==> src/mbpt_pkg.sv <==
`default_nettype none
// ************************************************************
// shared constants and types of the match based pwm timer
// ************************************************************
package mbpt_pkg;
	// register byte offsets
	localparam logic [7:0] OFS_IRQ_STATUS = 8'h00;
	localparam logic [7:0] OFS_TIMER_CTRL = 8'h04;
	localparam logic [7:0] OFS_COUNT = 8'h08;
	localparam logic [7:0] OFS_PRESCALE = 8'h0C;
	localparam logic [7:0] OFS_PRESCALE_COUNT = 8'h10;
	localparam logic [7:0] OFS_MATCH_CTRL = 8'h14;
	localparam logic [7:0] OFS_MATCH_BASE = 8'h18;
	localparam logic [7:0] OFS_CAPTURE_CTRL = 8'h34;
	localparam logic [7:0] OFS_CAPTURE_BASE = 8'h38;
	localparam logic [7:0] OFS_COUNT_CTRL = 8'h48;
	localparam logic [7:0] OFS_PWM_CTRL = 8'h4C;
	localparam logic [7:0] OFS_LATCH_ENABLE = 8'h50;
	localparam logic [7:0] OFS_IRQ_MASK = 8'h54;
	// sizes
	localparam int NUM_MATCH = 7;
	localparam int NUM_CAPTURE = 4;
	localparam int NUM_PWM = 6;
	// status bit layout: match events 0..6, capture events 8..11
	localparam int STAT_CAP_POS = 8;
	// timer control fields
	localparam int TCTRL_ENABLE_POS = 0;
	localparam int TCTRL_RESET_POS = 1;
	localparam int TCTRL_SYNC_POS = 2;
	localparam int TCTRL_PWM_EN_POS = 3;
	// count control field positions
	localparam int CCTRL_MODE_POS = 0;
	localparam int CCTRL_SEL_POS = 2;
	// count modes
	localparam logic [1:0] CMODE_TIMER = 2'h0;
	localparam logic [1:0] CMODE_RISE = 2'h1;
	localparam logic [1:0] CMODE_FALL = 2'h2;
	localparam logic [1:0] CMODE_BOTH = 2'h3;
	// pwm control: bits 2..6 double-edge select, bits 9..14 output enable
	localparam int PCTRL_DOUBLE_POS = 2;
	localparam int PCTRL_OE_POS = 9;
	// reset values
	localparam logic [31:0] RST_ZERO = 32'h0000_0000;
	// bus states
	typedef enum logic [1:0] {
		BUS_IDLE = 2'b01,
		BUS_DONE = 2'b10
	} mbpt_bus_e;
	// avalon request bundle
	typedef struct packed {
		logic read;
		logic write;
		logic [7:0] address;
		logic [31:0] writedata;
		logic [3:0] byteenable;
	} mbpt_avreq_s;
endpackage : mbpt_pkg
`default_nettype wire

==> src/mbpt_edge_sync.sv <==
`default_nettype none
// ************************************************************
// two-flop synchroniser with edge detection per capture pin
// ************************************************************
module mbpt_edge_sync (
	// clock and reset
	input wire logic core_clk,
	input wire logic rst_n,
	// pins
	input wire logic [mbpt_pkg::NUM_CAPTURE-1:0] pin_in,
	// synchronised edges
	output logic [mbpt_pkg::NUM_CAPTURE-1:0] rise,
	output logic [mbpt_pkg::NUM_CAPTURE-1:0] fall
);
	typedef struct packed {
		logic [mbpt_pkg::NUM_CAPTURE-1:0] meta; // first stage, read only by stage two
		logic [mbpt_pkg::NUM_CAPTURE-1:0] sync; // second stage
		logic [mbpt_pkg::NUM_CAPTURE-1:0] last; // previous synced level
	} mbpt_sync_s;
	mbpt_sync_s st;
	mbpt_sync_s next_st;
	// shift the pins through the stages
	always_comb begin
		next_st.meta = pin_in;
		next_st.sync = st.meta;
		next_st.last = st.sync;
	end
	// register the state
	always_ff @(posedge core_clk or negedge rst_n) begin
		if (!rst_n) begin
			st <= '0;
		end else begin
			st <= next_st;
		end
	end
	assign rise = st.sync & ~st.last;
	assign fall = ~st.sync & st.last;
endmodule // mbpt_edge_sync
`default_nettype wire

==> src/mbpt_timer.sv <==
// Decided for this implementation: the register addresses and the Avalon-MM register port.
`default_nettype none
module mbpt_timer (
	// clock and reset
	input wire logic core_clk,
	input wire logic rst_n,
	// avalon-mm slave
	input wire logic [7:0] avs_address,
	input wire logic avs_read,
	input wire logic avs_write,
	input wire logic [31:0] avs_writedata,
	input wire logic [3:0] avs_byteenable,
	output logic [31:0] avs_readdata,
	output logic avs_waitrequest,
	// capture pins
	input wire logic [mbpt_pkg::NUM_CAPTURE-1:0] capture_pin,
	// run-in-step link: primary drives, secondary listens
	input wire logic sync_start_in,
	output logic sync_start_out,
	// pwm outputs and interrupt
	output logic [mbpt_pkg::NUM_PWM-1:0] pwm_out,
	output logic irq
);
	// ************************************************************
	// state
	// ************************************************************
	localparam int NM = mbpt_pkg::NUM_MATCH;
	localparam int NC = mbpt_pkg::NUM_CAPTURE;
	localparam int NP = mbpt_pkg::NUM_PWM;
	typedef struct packed {
		mbpt_pkg::mbpt_bus_e bus; // bus handshake state
		logic [31:0] rdata; // registered read data
		logic [11:0] status; // sticky event bits
		logic [11:0] mask; // interrupt mask
		logic [3:0] tctrl; // enable, reset, sync-wait, pwm enable
		logic [31:0] count; // timer counter
		logic [31:0] prescale; // prescale limit
		logic [31:0] pcount; // prescale counter
		logic [20:0] mctrl; // per match: irq, reset, stop
		logic [NM*32-1:0] shadow; // software-written match values
		logic [NM*32-1:0] active; // match values in use
		logic [NM-1:0] latch_en; // released shadows waiting for cycle end
		logic [11:0] cctrl; // per capture: rise, fall, irq
		logic [NC*32-1:0] capture; // captured counts
		logic [3:0] count_ctrl; // count mode and capture pin select
		logic [14:0] pctrl; // double-edge select and output enables
		logic [NP-1:0] pwm; // pwm output levels
	} mbpt_state_s;
	mbpt_state_s st;
	mbpt_state_s next_st;
	logic [NC-1:0] cap_rise; // synchronised rising edges
	logic [NC-1:0] cap_fall; // synchronised falling edges
	logic [NM-1:0] hit; // match equal this count
	logic tick; // counter advance enable
	logic run; // counter running
	logic pwm_mode; // pwm mode enabled
	logic edge_src; // selected count edge
	logic [1:0] cmode; // count mode
	logic [1:0] csel; // count source pin
	logic [NP:0] set_ev; // set events per output index 1..6
	logic [NP:0] clr_ev; // clear events per output index 1..6
	// ************************************************************
	// capture pin synchroniser
	// ************************************************************
	mbpt_edge_sync u_sync (
		.core_clk(core_clk),
		.rst_n(rst_n),
		.pin_in(capture_pin),
		.rise(cap_rise),
		.fall(cap_fall)
	);
	// ************************************************************
	// count enable and compare
	// ************************************************************
	assign run = st.tctrl[mbpt_pkg::TCTRL_ENABLE_POS] & ~st.tctrl[mbpt_pkg::TCTRL_RESET_POS];
	assign pwm_mode = st.tctrl[mbpt_pkg::TCTRL_PWM_EN_POS];
	assign cmode = st.count_ctrl[mbpt_pkg::CCTRL_MODE_POS +: 2];
	assign csel = st.count_ctrl[mbpt_pkg::CCTRL_SEL_POS +: 2];
	// select counting edge source
	always_comb begin
		case (cmode)
			mbpt_pkg::CMODE_RISE: edge_src = cap_rise[csel];
			mbpt_pkg::CMODE_FALL: edge_src = cap_fall[csel];
			mbpt_pkg::CMODE_BOTH: edge_src = cap_rise[csel] | cap_fall[csel];
			default: edge_src = 1'b1;
		endcase
	end
	// prescaler terminal count gives one tick
	assign tick = run & edge_src & (st.pcount == st.prescale);
	// compare every match in parallel
	genvar gi;
	generate
		for (gi = 0; gi < NM; gi++) begin : g_cmp
			assign hit[gi] = tick & (st.count == st.active[gi*32 +: 32]);
		end
	endgenerate
	// set and clear events for each pwm output
	generate
		for (gi = 1; gi <= NP; gi++) begin : g_pwm
			if (gi == 1) begin : g_single
				assign set_ev[gi] = hit[0];
			end else begin : g_dual
				// double-edge rises on the previous match
				assign set_ev[gi] = st.pctrl[mbpt_pkg::PCTRL_DOUBLE_POS + gi - 2]
					? hit[gi-1] : hit[0];
			end
			assign clr_ev[gi] = hit[gi];
		end
	endgenerate
	assign set_ev[0] = 1'b0;
	assign clr_ev[0] = 1'b0;
	// ************************************************************
	// next state
	// ************************************************************
	always_comb begin
		logic [11:0] ev;
		logic [31:0] wmask;
		logic wr_ok;
		logic rd_ok;
		logic do_reset;
		logic do_stop;
		ev = '0;
		wmask = {{8{avs_byteenable[3]}}, {8{avs_byteenable[2]}},
			{8{avs_byteenable[1]}}, {8{avs_byteenable[0]}}};
		wr_ok = 1'b0;
		rd_ok = 1'b0;
		do_reset = 1'b0;
		do_stop = 1'b0;
		next_st = st;
		next_st.rdata = st.rdata;
		// match actions, all handled together
		for (int i = 0; i < NM; i++) begin
			if (hit[i]) begin
				ev[i] = st.mctrl[i*3];
				do_reset = do_reset | st.mctrl[i*3+1];
				do_stop = do_stop | st.mctrl[i*3+2];
			end
		end
		// in pwm mode the cycle-rate match always restarts the counter
		if (pwm_mode && hit[0]) begin
			do_reset = 1'b1;
		end
		// prescaler and counter
		if (run && edge_src) begin
			if (st.pcount == st.prescale) begin
				next_st.pcount = mbpt_pkg::RST_ZERO;
				next_st.count = do_reset ? mbpt_pkg::RST_ZERO : st.count + 32'h0000_0001;
			end else begin
				next_st.pcount = st.pcount + 32'h0000_0001;
			end
		end
		if (do_stop) begin
			next_st.tctrl[mbpt_pkg::TCTRL_ENABLE_POS] = 1'b0;
		end
		// released match values take over at the cycle start only
		if (hit[0] && pwm_mode) begin
			for (int i = 0; i < NM; i++) begin
				if (st.latch_en[i]) begin
					next_st.active[i*32 +: 32] = st.shadow[i*32 +: 32];
				end
			end
			next_st.latch_en = '0;
		end
		// pwm outputs: clear wins over set, so equal positions give low
		for (int i = 1; i <= NP; i++) begin
			if (!pwm_mode) begin
				next_st.pwm[i-1] = 1'b0;
			end else if (clr_ev[i]) begin
				next_st.pwm[i-1] = 1'b0;
			end else if (set_ev[i]) begin
				next_st.pwm[i-1] = 1'b1;
			end
		end
		// capture on selected pin edges
		for (int i = 0; i < NC; i++) begin
			if ((cap_rise[i] && st.cctrl[i*3]) || (cap_fall[i] && st.cctrl[i*3+1])) begin
				next_st.capture[i*32 +: 32] = st.count;
				ev[mbpt_pkg::STAT_CAP_POS + i] = st.cctrl[i*3+2];
			end
		end
		// secondary unit starts once the primary's enable level is high
		if (st.tctrl[mbpt_pkg::TCTRL_SYNC_POS] && sync_start_in) begin
			next_st.tctrl[mbpt_pkg::TCTRL_ENABLE_POS] = 1'b1;
			next_st.tctrl[mbpt_pkg::TCTRL_SYNC_POS] = 1'b0;
		end
		// avalon-mm slave: one wait cycle, answer in the next
		case (st.bus)
			mbpt_pkg::BUS_IDLE: begin
				if (avs_read || avs_write) begin
					next_st.bus = mbpt_pkg::BUS_DONE;
					rd_ok = avs_read;
				end
			end
			// a write lands only at the edge where waitrequest is low
			mbpt_pkg::BUS_DONE: begin
				next_st.bus = mbpt_pkg::BUS_IDLE;
				wr_ok = avs_write;
			end
			default: begin
				next_st.bus = mbpt_pkg::BUS_IDLE;
			end
		endcase
		if (rd_ok) begin
			next_st.rdata = 32'h0000_0000;
			case (avs_address)
				mbpt_pkg::OFS_IRQ_STATUS: next_st.rdata = {20'h0_0000, st.status};
				mbpt_pkg::OFS_TIMER_CTRL: next_st.rdata = {28'h000_0000, st.tctrl};
				mbpt_pkg::OFS_COUNT: next_st.rdata = st.count;
				mbpt_pkg::OFS_PRESCALE: next_st.rdata = st.prescale;
				mbpt_pkg::OFS_PRESCALE_COUNT: next_st.rdata = st.pcount;
				mbpt_pkg::OFS_MATCH_CTRL: next_st.rdata = {11'h000, st.mctrl};
				mbpt_pkg::OFS_CAPTURE_CTRL: next_st.rdata = {20'h0_0000, st.cctrl};
				mbpt_pkg::OFS_COUNT_CTRL: next_st.rdata = {28'h000_0000, st.count_ctrl};
				mbpt_pkg::OFS_PWM_CTRL: next_st.rdata = {17'h0_0000, st.pctrl};
				mbpt_pkg::OFS_LATCH_ENABLE: next_st.rdata = {25'h000_0000, st.latch_en};
				mbpt_pkg::OFS_IRQ_MASK: next_st.rdata = {20'h0_0000, st.mask};
				default: begin
					for (int i = 0; i < NM; i++) begin
						if (avs_address == mbpt_pkg::OFS_MATCH_BASE + 8'(4 * i)) begin
							next_st.rdata = st.shadow[i*32 +: 32];
						end
					end
					for (int i = 0; i < NC; i++) begin
						if (avs_address == mbpt_pkg::OFS_CAPTURE_BASE + 8'(4 * i)) begin
							next_st.rdata = st.capture[i*32 +: 32];
						end
					end
				end
			endcase
		end
		// status: write one clears, a new event wins
		next_st.status = st.status;
		if (wr_ok && avs_address == mbpt_pkg::OFS_IRQ_STATUS) begin
			next_st.status = st.status & ~avs_writedata[11:0];
		end
		next_st.status = next_st.status | ev;
		if (wr_ok) begin
			case (avs_address)
				mbpt_pkg::OFS_TIMER_CTRL: begin
					next_st.tctrl = (st.tctrl & ~wmask[3:0]) | (avs_writedata[3:0] & wmask[3:0]);
					// a written reset bit also clears the counter and the prescale counter
					if (avs_writedata[mbpt_pkg::TCTRL_RESET_POS]) begin
						next_st.count = mbpt_pkg::RST_ZERO;
						next_st.pcount = mbpt_pkg::RST_ZERO;
					end
				end
				mbpt_pkg::OFS_COUNT: next_st.count = (st.count & ~wmask) | (avs_writedata & wmask);
				mbpt_pkg::OFS_PRESCALE: next_st.prescale = (st.prescale & ~wmask)
					| (avs_writedata & wmask);
				mbpt_pkg::OFS_MATCH_CTRL: next_st.mctrl = avs_writedata[20:0];
				mbpt_pkg::OFS_CAPTURE_CTRL: next_st.cctrl = avs_writedata[11:0];
				mbpt_pkg::OFS_COUNT_CTRL: next_st.count_ctrl = avs_writedata[3:0];
				mbpt_pkg::OFS_PWM_CTRL: next_st.pctrl = avs_writedata[14:0];
				// keep the cycle-start clear of bits already applied
				mbpt_pkg::OFS_LATCH_ENABLE: next_st.latch_en = next_st.latch_en
					| avs_writedata[NM-1:0];
				mbpt_pkg::OFS_IRQ_MASK: next_st.mask = avs_writedata[11:0];
				default: begin
					for (int i = 0; i < NM; i++) begin
						if (avs_address == mbpt_pkg::OFS_MATCH_BASE + 8'(4 * i)) begin
							next_st.shadow[i*32 +: 32] = (st.shadow[i*32 +: 32] & ~wmask)
								| (avs_writedata & wmask);
							// outside pwm mode a written match applies at once
							if (!pwm_mode) begin
								next_st.active[i*32 +: 32] = (st.shadow[i*32 +: 32] & ~wmask)
									| (avs_writedata & wmask);
							end
						end
					end
				end
			endcase
		end
	end
	// ************************************************************
	// state register
	// ************************************************************
	always_ff @(posedge core_clk or negedge rst_n) begin
		if (!rst_n) begin
			st <= '0;
			st.bus <= mbpt_pkg::BUS_IDLE;
		end else begin
			st <= next_st;
		end
	end
	// ************************************************************
	// outputs
	// ************************************************************
	assign avs_waitrequest = (avs_read | avs_write) & (st.bus != mbpt_pkg::BUS_DONE);
	assign avs_readdata = st.rdata;
	assign pwm_out = st.pwm & st.pctrl[mbpt_pkg::PCTRL_OE_POS +: NP];
	assign irq = |(st.status & st.mask);
	// enable as seen by a partner unit, from a register
	assign sync_start_out = st.tctrl[mbpt_pkg::TCTRL_ENABLE_POS];
endmodule // mbpt_timer
`default_nettype wire

==> config.mk <==
export PLATFORM = sky130hd
export DESIGN_NAME = mbpt_timer
export DESIGN_NICKNAME = d
export VERILOG_FILES = /design/src/mbpt_pkg.sv /design/src/mbpt_edge_sync.sv /design/src/mbpt_timer.sv
export SDC_FILE = /design/constraint.sdc
export NUM_CORES = 2
export LEC_CHECK = 0
export BUFFER_PORTS_ARGS = -buffer_cell sky130_fd_sc_hd__clkbuf_2
export CORE_ASPECT_RATIO = 1.1
export CORE_MARGIN = 4
export CORE_UTILIZATION = 30
export DETAILED_ROUTE_END_ITERATION = 7
export GPL_TIMING_DRIVEN = 0
export HOLD_SLACK_MARGIN = 0.06
export PLACE_DENSITY = 0.45
export SLEW_MARGIN = 20
export SYNTH_ARGS = -nofsm -noshare
export SYNTH_HDL_FRONTEND = slang
export SYNTH_HIERARCHICAL = 1
export SYNTH_SLANG_ARGS = --single-unit
==> constraint.sdc <==
create_clock -name core_clk -period 5 [get_ports core_clk]
set_clock_uncertainty 0.2 [all_clocks]
set_input_delay 0.25 -clock core_clk [delete_from_list [all_inputs] [get_ports core_clk]]
set_output_delay 0.25 -clock core_clk [all_outputs]
set_load 0.005 [all_outputs]
# Word level (Yosys, flattened, before mapping)
# Index checks and enable logic that the tools add are counted.
[word_totals]
reg_bits = 811
out_inout_bits = 41
input_bits = 53
[op_classes]
n_eq_ne = 42
n_lt_le_gt_ge = 1
n_mux = 120
bitwise = 61
n_reduce_logical = 34
add_sub_neg = 2
[ops]
columns = ["operator", "n"]
rows = [
  ["$mux W32", 48],
  ["$mux W587", 1],
  ["$mux W448", 1],
  ["$pmux W32 S11", 1],
  ["$and A32 B32 Y32", 10],
  ["$or A32 B32 Y32", 9],
  ["$eq A32 B32 Y1", 8],
  ["$mux W231", 1],
  ["$add A32 B1 Y32 const B", 2],
  ["$eq A8 B6 Y1 const B", 8],
  ["$pmux W32 S2", 1],
  ["$mux W1", 57],
  ["$eq A8 B7 Y1 const B", 6],
  ["$eq A8 B5 Y1 const B", 4],
  ["$not A32 Y32", 1],
  ["$and A12 B12 Y12", 2],
  ["$mux W12", 2],
  ["$mux W21", 1],
  ["$reduce_and A3 Y1", 7],
  ["$ne A3 B1 Y1 const B", 6],
  ["$and A4 B4 Y4", 4],
  ["$eq A8 B4 Y1 const B", 2],
  ["$or A1 B1 Y1", 14],
  ["$reduce_and A2 Y1", 7],
  ["other kinds (23)", 57],
]

# Logic depth before layout (Yosys ltp)
[depth]
ltp_word = 29
depth_mapped = 12
ltp_nobuf = 9

# Modules after synthesis
# The synthesis kept the hierarchy.
[by_module_without_submodules]
columns = ["module", "cells_each", "instances", "area_each_um2", "seq_area_each_um2"]
rows = [
  ["mbpt_timer", 3550, 1, 39037.4, 19995.4],
  ["mbpt_edge_sync", 20, 1, 370.4, 300.3],
]

# Least setup slack after synthesis
# OpenSTA, ideal clock, no wires.
[synth_timing]
kind = "register -> register"
from = "reg u_sync.st, in the netlist u_sync/next_st[3]"
to = "reg st[719] (netlist bit)"
path_stages_with_launch = 10
t_arrival_ns = 2.554
slack_ns = 2.182
path_buffers = 0
synth_period_minus_slack_ns = 2.818
cell_sequence = "dfrtp_1 -> and2b_2 -> mux4_2 -> a22o_1 -> o21a_4 -> and3_4 -> a31o_4 -> or4_1 -> a21boi_1 -> a211o_1"
[synth_rtl]
columns = ["item", "line", "source"]
rows = [
  ["start, declared", "mbpt_edge_sync.sv:20", "mbpt_sync_s st;"],
  ["start signal, assigned", "mbpt_edge_sync.sv:33", "st <= next_st;"],
  ["end signal, assigned", "mbpt_timer.sv:282", "st <= next_st;"],
  ["end, declared", "mbpt_timer.sv:49", "mbpt_state_s st;"],
]

==> metrics <==
FMAX 195 MHz; synth top area cells dfrtp_1 (51%), mux2_2 (11%), xor2_1 (5.4%); first-pass detailed-route iteration total 7; H-tree depth 3; vias 33200; Ports 94; DRC Markers 0; CP cell instances clkbuf_1 -> xor2_1 -> nor4_1 -> nand4_1 -> nor2_2 -> nand4_1 -> nand2_1 -> buf_2 -> o22ai_1 -> a21oi_1; Synth Flop Type dfrtp_1; grt ovf 0; Vias/cell 5.97; crit-path max cell delay 0.67 ns; commonest non-fill, non-tap cell in the layout dfrtp_1; Yosys reg bits 811; initial antenna violation count 11; M3 GR Usage 6.03%; routed len/inst 35.6 um; die area 137000 sq um; fin crit period 5.12 ns; met1 global-route usage 36.1%; CTS Buf Count 93; post-synthesis simple-gate area fraction 9.10%; Post-Syn Nets 3625; largest family of logic cells by synthesized area compound AO/OA/AOI/OAI gates; die span in x 354 um; multiplexer share of the synthesized area 12.8%; first-pass GRT wire length 270000 um; DP Cell Count 5352; Synth cell types 84; TritonCTS clock tree yes; share of the synthesized area in the top cell type 51.4%; RSZ-0062 raised after global routing no; Slew HR 12.6%; final period utilization 102%; CP Capture Type flip-flop; Final Max Tran Viols 0; clock-pin slew on the worst setup and hold paths 0.06 ns; Final nets 3847; post-route ant nets 0; Layout area overhead 16.5%; Arrival @ worst endpoint 5.53 ns; Max Cap Violations 0; worst skew pair latency 0.71 ns; final setup margin -0.124 ns; CP Max Fanout 10; Synth Instances 3570; post-synth top area cell dfrtp_1; pin count of the biggest net entering global routing 84; Routed WL 198000 um; Yosys warning total 6; CP bufs+invs 2; Post-Synth XOR/XNOR Area 6.38%; crit start category flip-flop; Hold WS 0.136 ns; Seq/Total Area, Yosys 51.5%; Final Setup Violations 38; clk sink count 811; PwrDens 385 nW/um^2; worst path required time 5.40 ns; Adder-Cell Fraction of Synth Area 0.0635%; post-CTS setup buffers 0; gpl congestion 1.06; initial drt markers 4202; Port Buffers 78; # rows 139; vias in the first global route 32700; Worst-Margin Slew 1.28 ns; Detailed Place HPWL 153000 um; VDD IR max 0.000256 V; HP Class in2reg; status finished, violations left; dpl ws 0.0913 ns; Root Buffer clkbuf_16; Worst path most repeated cell nand4_1; post-layout util 35.2%; Final Hold Viols 0; critical path class reg2reg; share of cells above drive strength 1 20.8%; grt met2 use 42.9%; global route hottest layer met2; Pleak 21.8 nW; Post-Route Setup TNS -1.73 ns; Mapped Area 39400 sq um; failing checks negative setup slack; Initial Utilization 30.2%; Avg Inst Size Synth 11.0 sq um; share of flip-flops with an asynchronous set or reset 100%; slowest CP cell nand4_1; Synth Area in Compound Gates 16.0%; Top delay family on crit path simple AND/OR/NAND/NOR gates; clk buf depth 3; most frequent cells in the layout dfrtp_1 (810), mux2_2 (375), a21oi_1 (276), o22ai_1 (250), xor2_1 (244); gr usage total 28.0%; Filler Cells Inserted 13300; fin cells 5564; Post-synth EDFFs 0; Die H 388 um; core area 130000 sq um
[final timing paths]
check | slack, ns | depth (start not counted) | startpoint | endpoint
worst max-delay path | -0.12 | 10 | st[712] | st[185]
worst min-delay path | 0.14 | 4 | avs_byteenable[3] | st[263]
worst max register to register | -0.12 | 10 | st[712] | st[185]
worst min register to register | 0.15 | 0 | u_sync/next_st[6] | u_sync/next_st[2]
max in group asynchronous | 1.99 | 8 | rst_n | asynchronous set/reset pin
min in group asynchronous | 0.62 | 4 | rst_n | st[456]
[cell families (layout without fill, tap and decap cells)]
logic type,after synthesis,in the layout
fa+ha+maj,2,2
xor+xnor,287,287
buf+inv,360,653
other cells,0,9
compound gates,962,962
flops,811,811
simple gates,700,700
mux,448,448
[tightest hold or removal path: stages]
cell      delay, ns
clkbuf_2       0.17
nor2b_1        0.16
clkbuf_1       0.22
a21oi_1        0.17
[synthesized netlist by cell type (all sizes together), types with 7 or more instances]
cell type	count
a211oi	7
o22ai	250
xor2	244
o21ai	84
and3	27
a31oi	36
inv	19
nand4	52
and2	10
o311ai	7
a22oi	61
mux2	436
nor2b	34
nor4	66
and4	7
o211a	7
a22o	23
mux2i	10
o211ai	15
a221oi	56
nand2	200
or3	12
a222oi	47
nor2	155
nand3	69
buf	134
xnor2	43
and2b	8
a21oi	276
o22a	11
nor3	30
clkbuf	207
o21a	31
dfrtp	810
a32oi	8
[power by group]
| group | internal (W) | leakage [nW] | switching, W |
|---|---|---|---|
| clock network | 0.00441 | 1.58 | 0.00298 |
| logic | 0.000987 | 9.11 | 0.00207 |
| registers | 0.00691 | 11.1 | 0.000334 |
| total | 0.0123 | 21.8 | 0.00538 |
[layer usage]
metal | share of wire (%) | routed length (um)
met1 | 40 | 79000
met5 | 0.026 | 51
met4 | 7.6 | 15000
met3 | 8.4 | 16700
met2 | 44 | 87200
[stage by stage]
stage,instance area [sq um],power [W]
detailed placement,42300,0.0103
finish,45900,0.0177
global placement,41900,0.0103
CTS,45900,0.0177
floorplan,39400,0.00872
global route,45900,0.0182
[registers in the layout (all words and copies together), names as in the netlist, named ones only]
signal	count
st	727
u_sync/next_st	8
csel	2
u_sync/st	4
avs_readdata	32
cmode	2
[timing repair]
action,CTS,global route
hold endpoints to repair,331,0
endpoints found under the setup margin,0,40
gates resized for setup,0,1
hold buffers,37,0
[layout make-up]
type	count	area (sq um)	area share [%]
repair buffers	127	1100	2.40
clock inverters	24	428	0.932
multi-input cells	2399	17500	38.2
clock buffers	142	2800	6.09
flip-flops and latches	811	20300	44.2
inverters	19	71.3	0.155
well taps	1692	2120	4.61
diodes	9	22.5	0.0491
plain buffers	341	1550	3.37
Power figures use the tool's default switching activity.
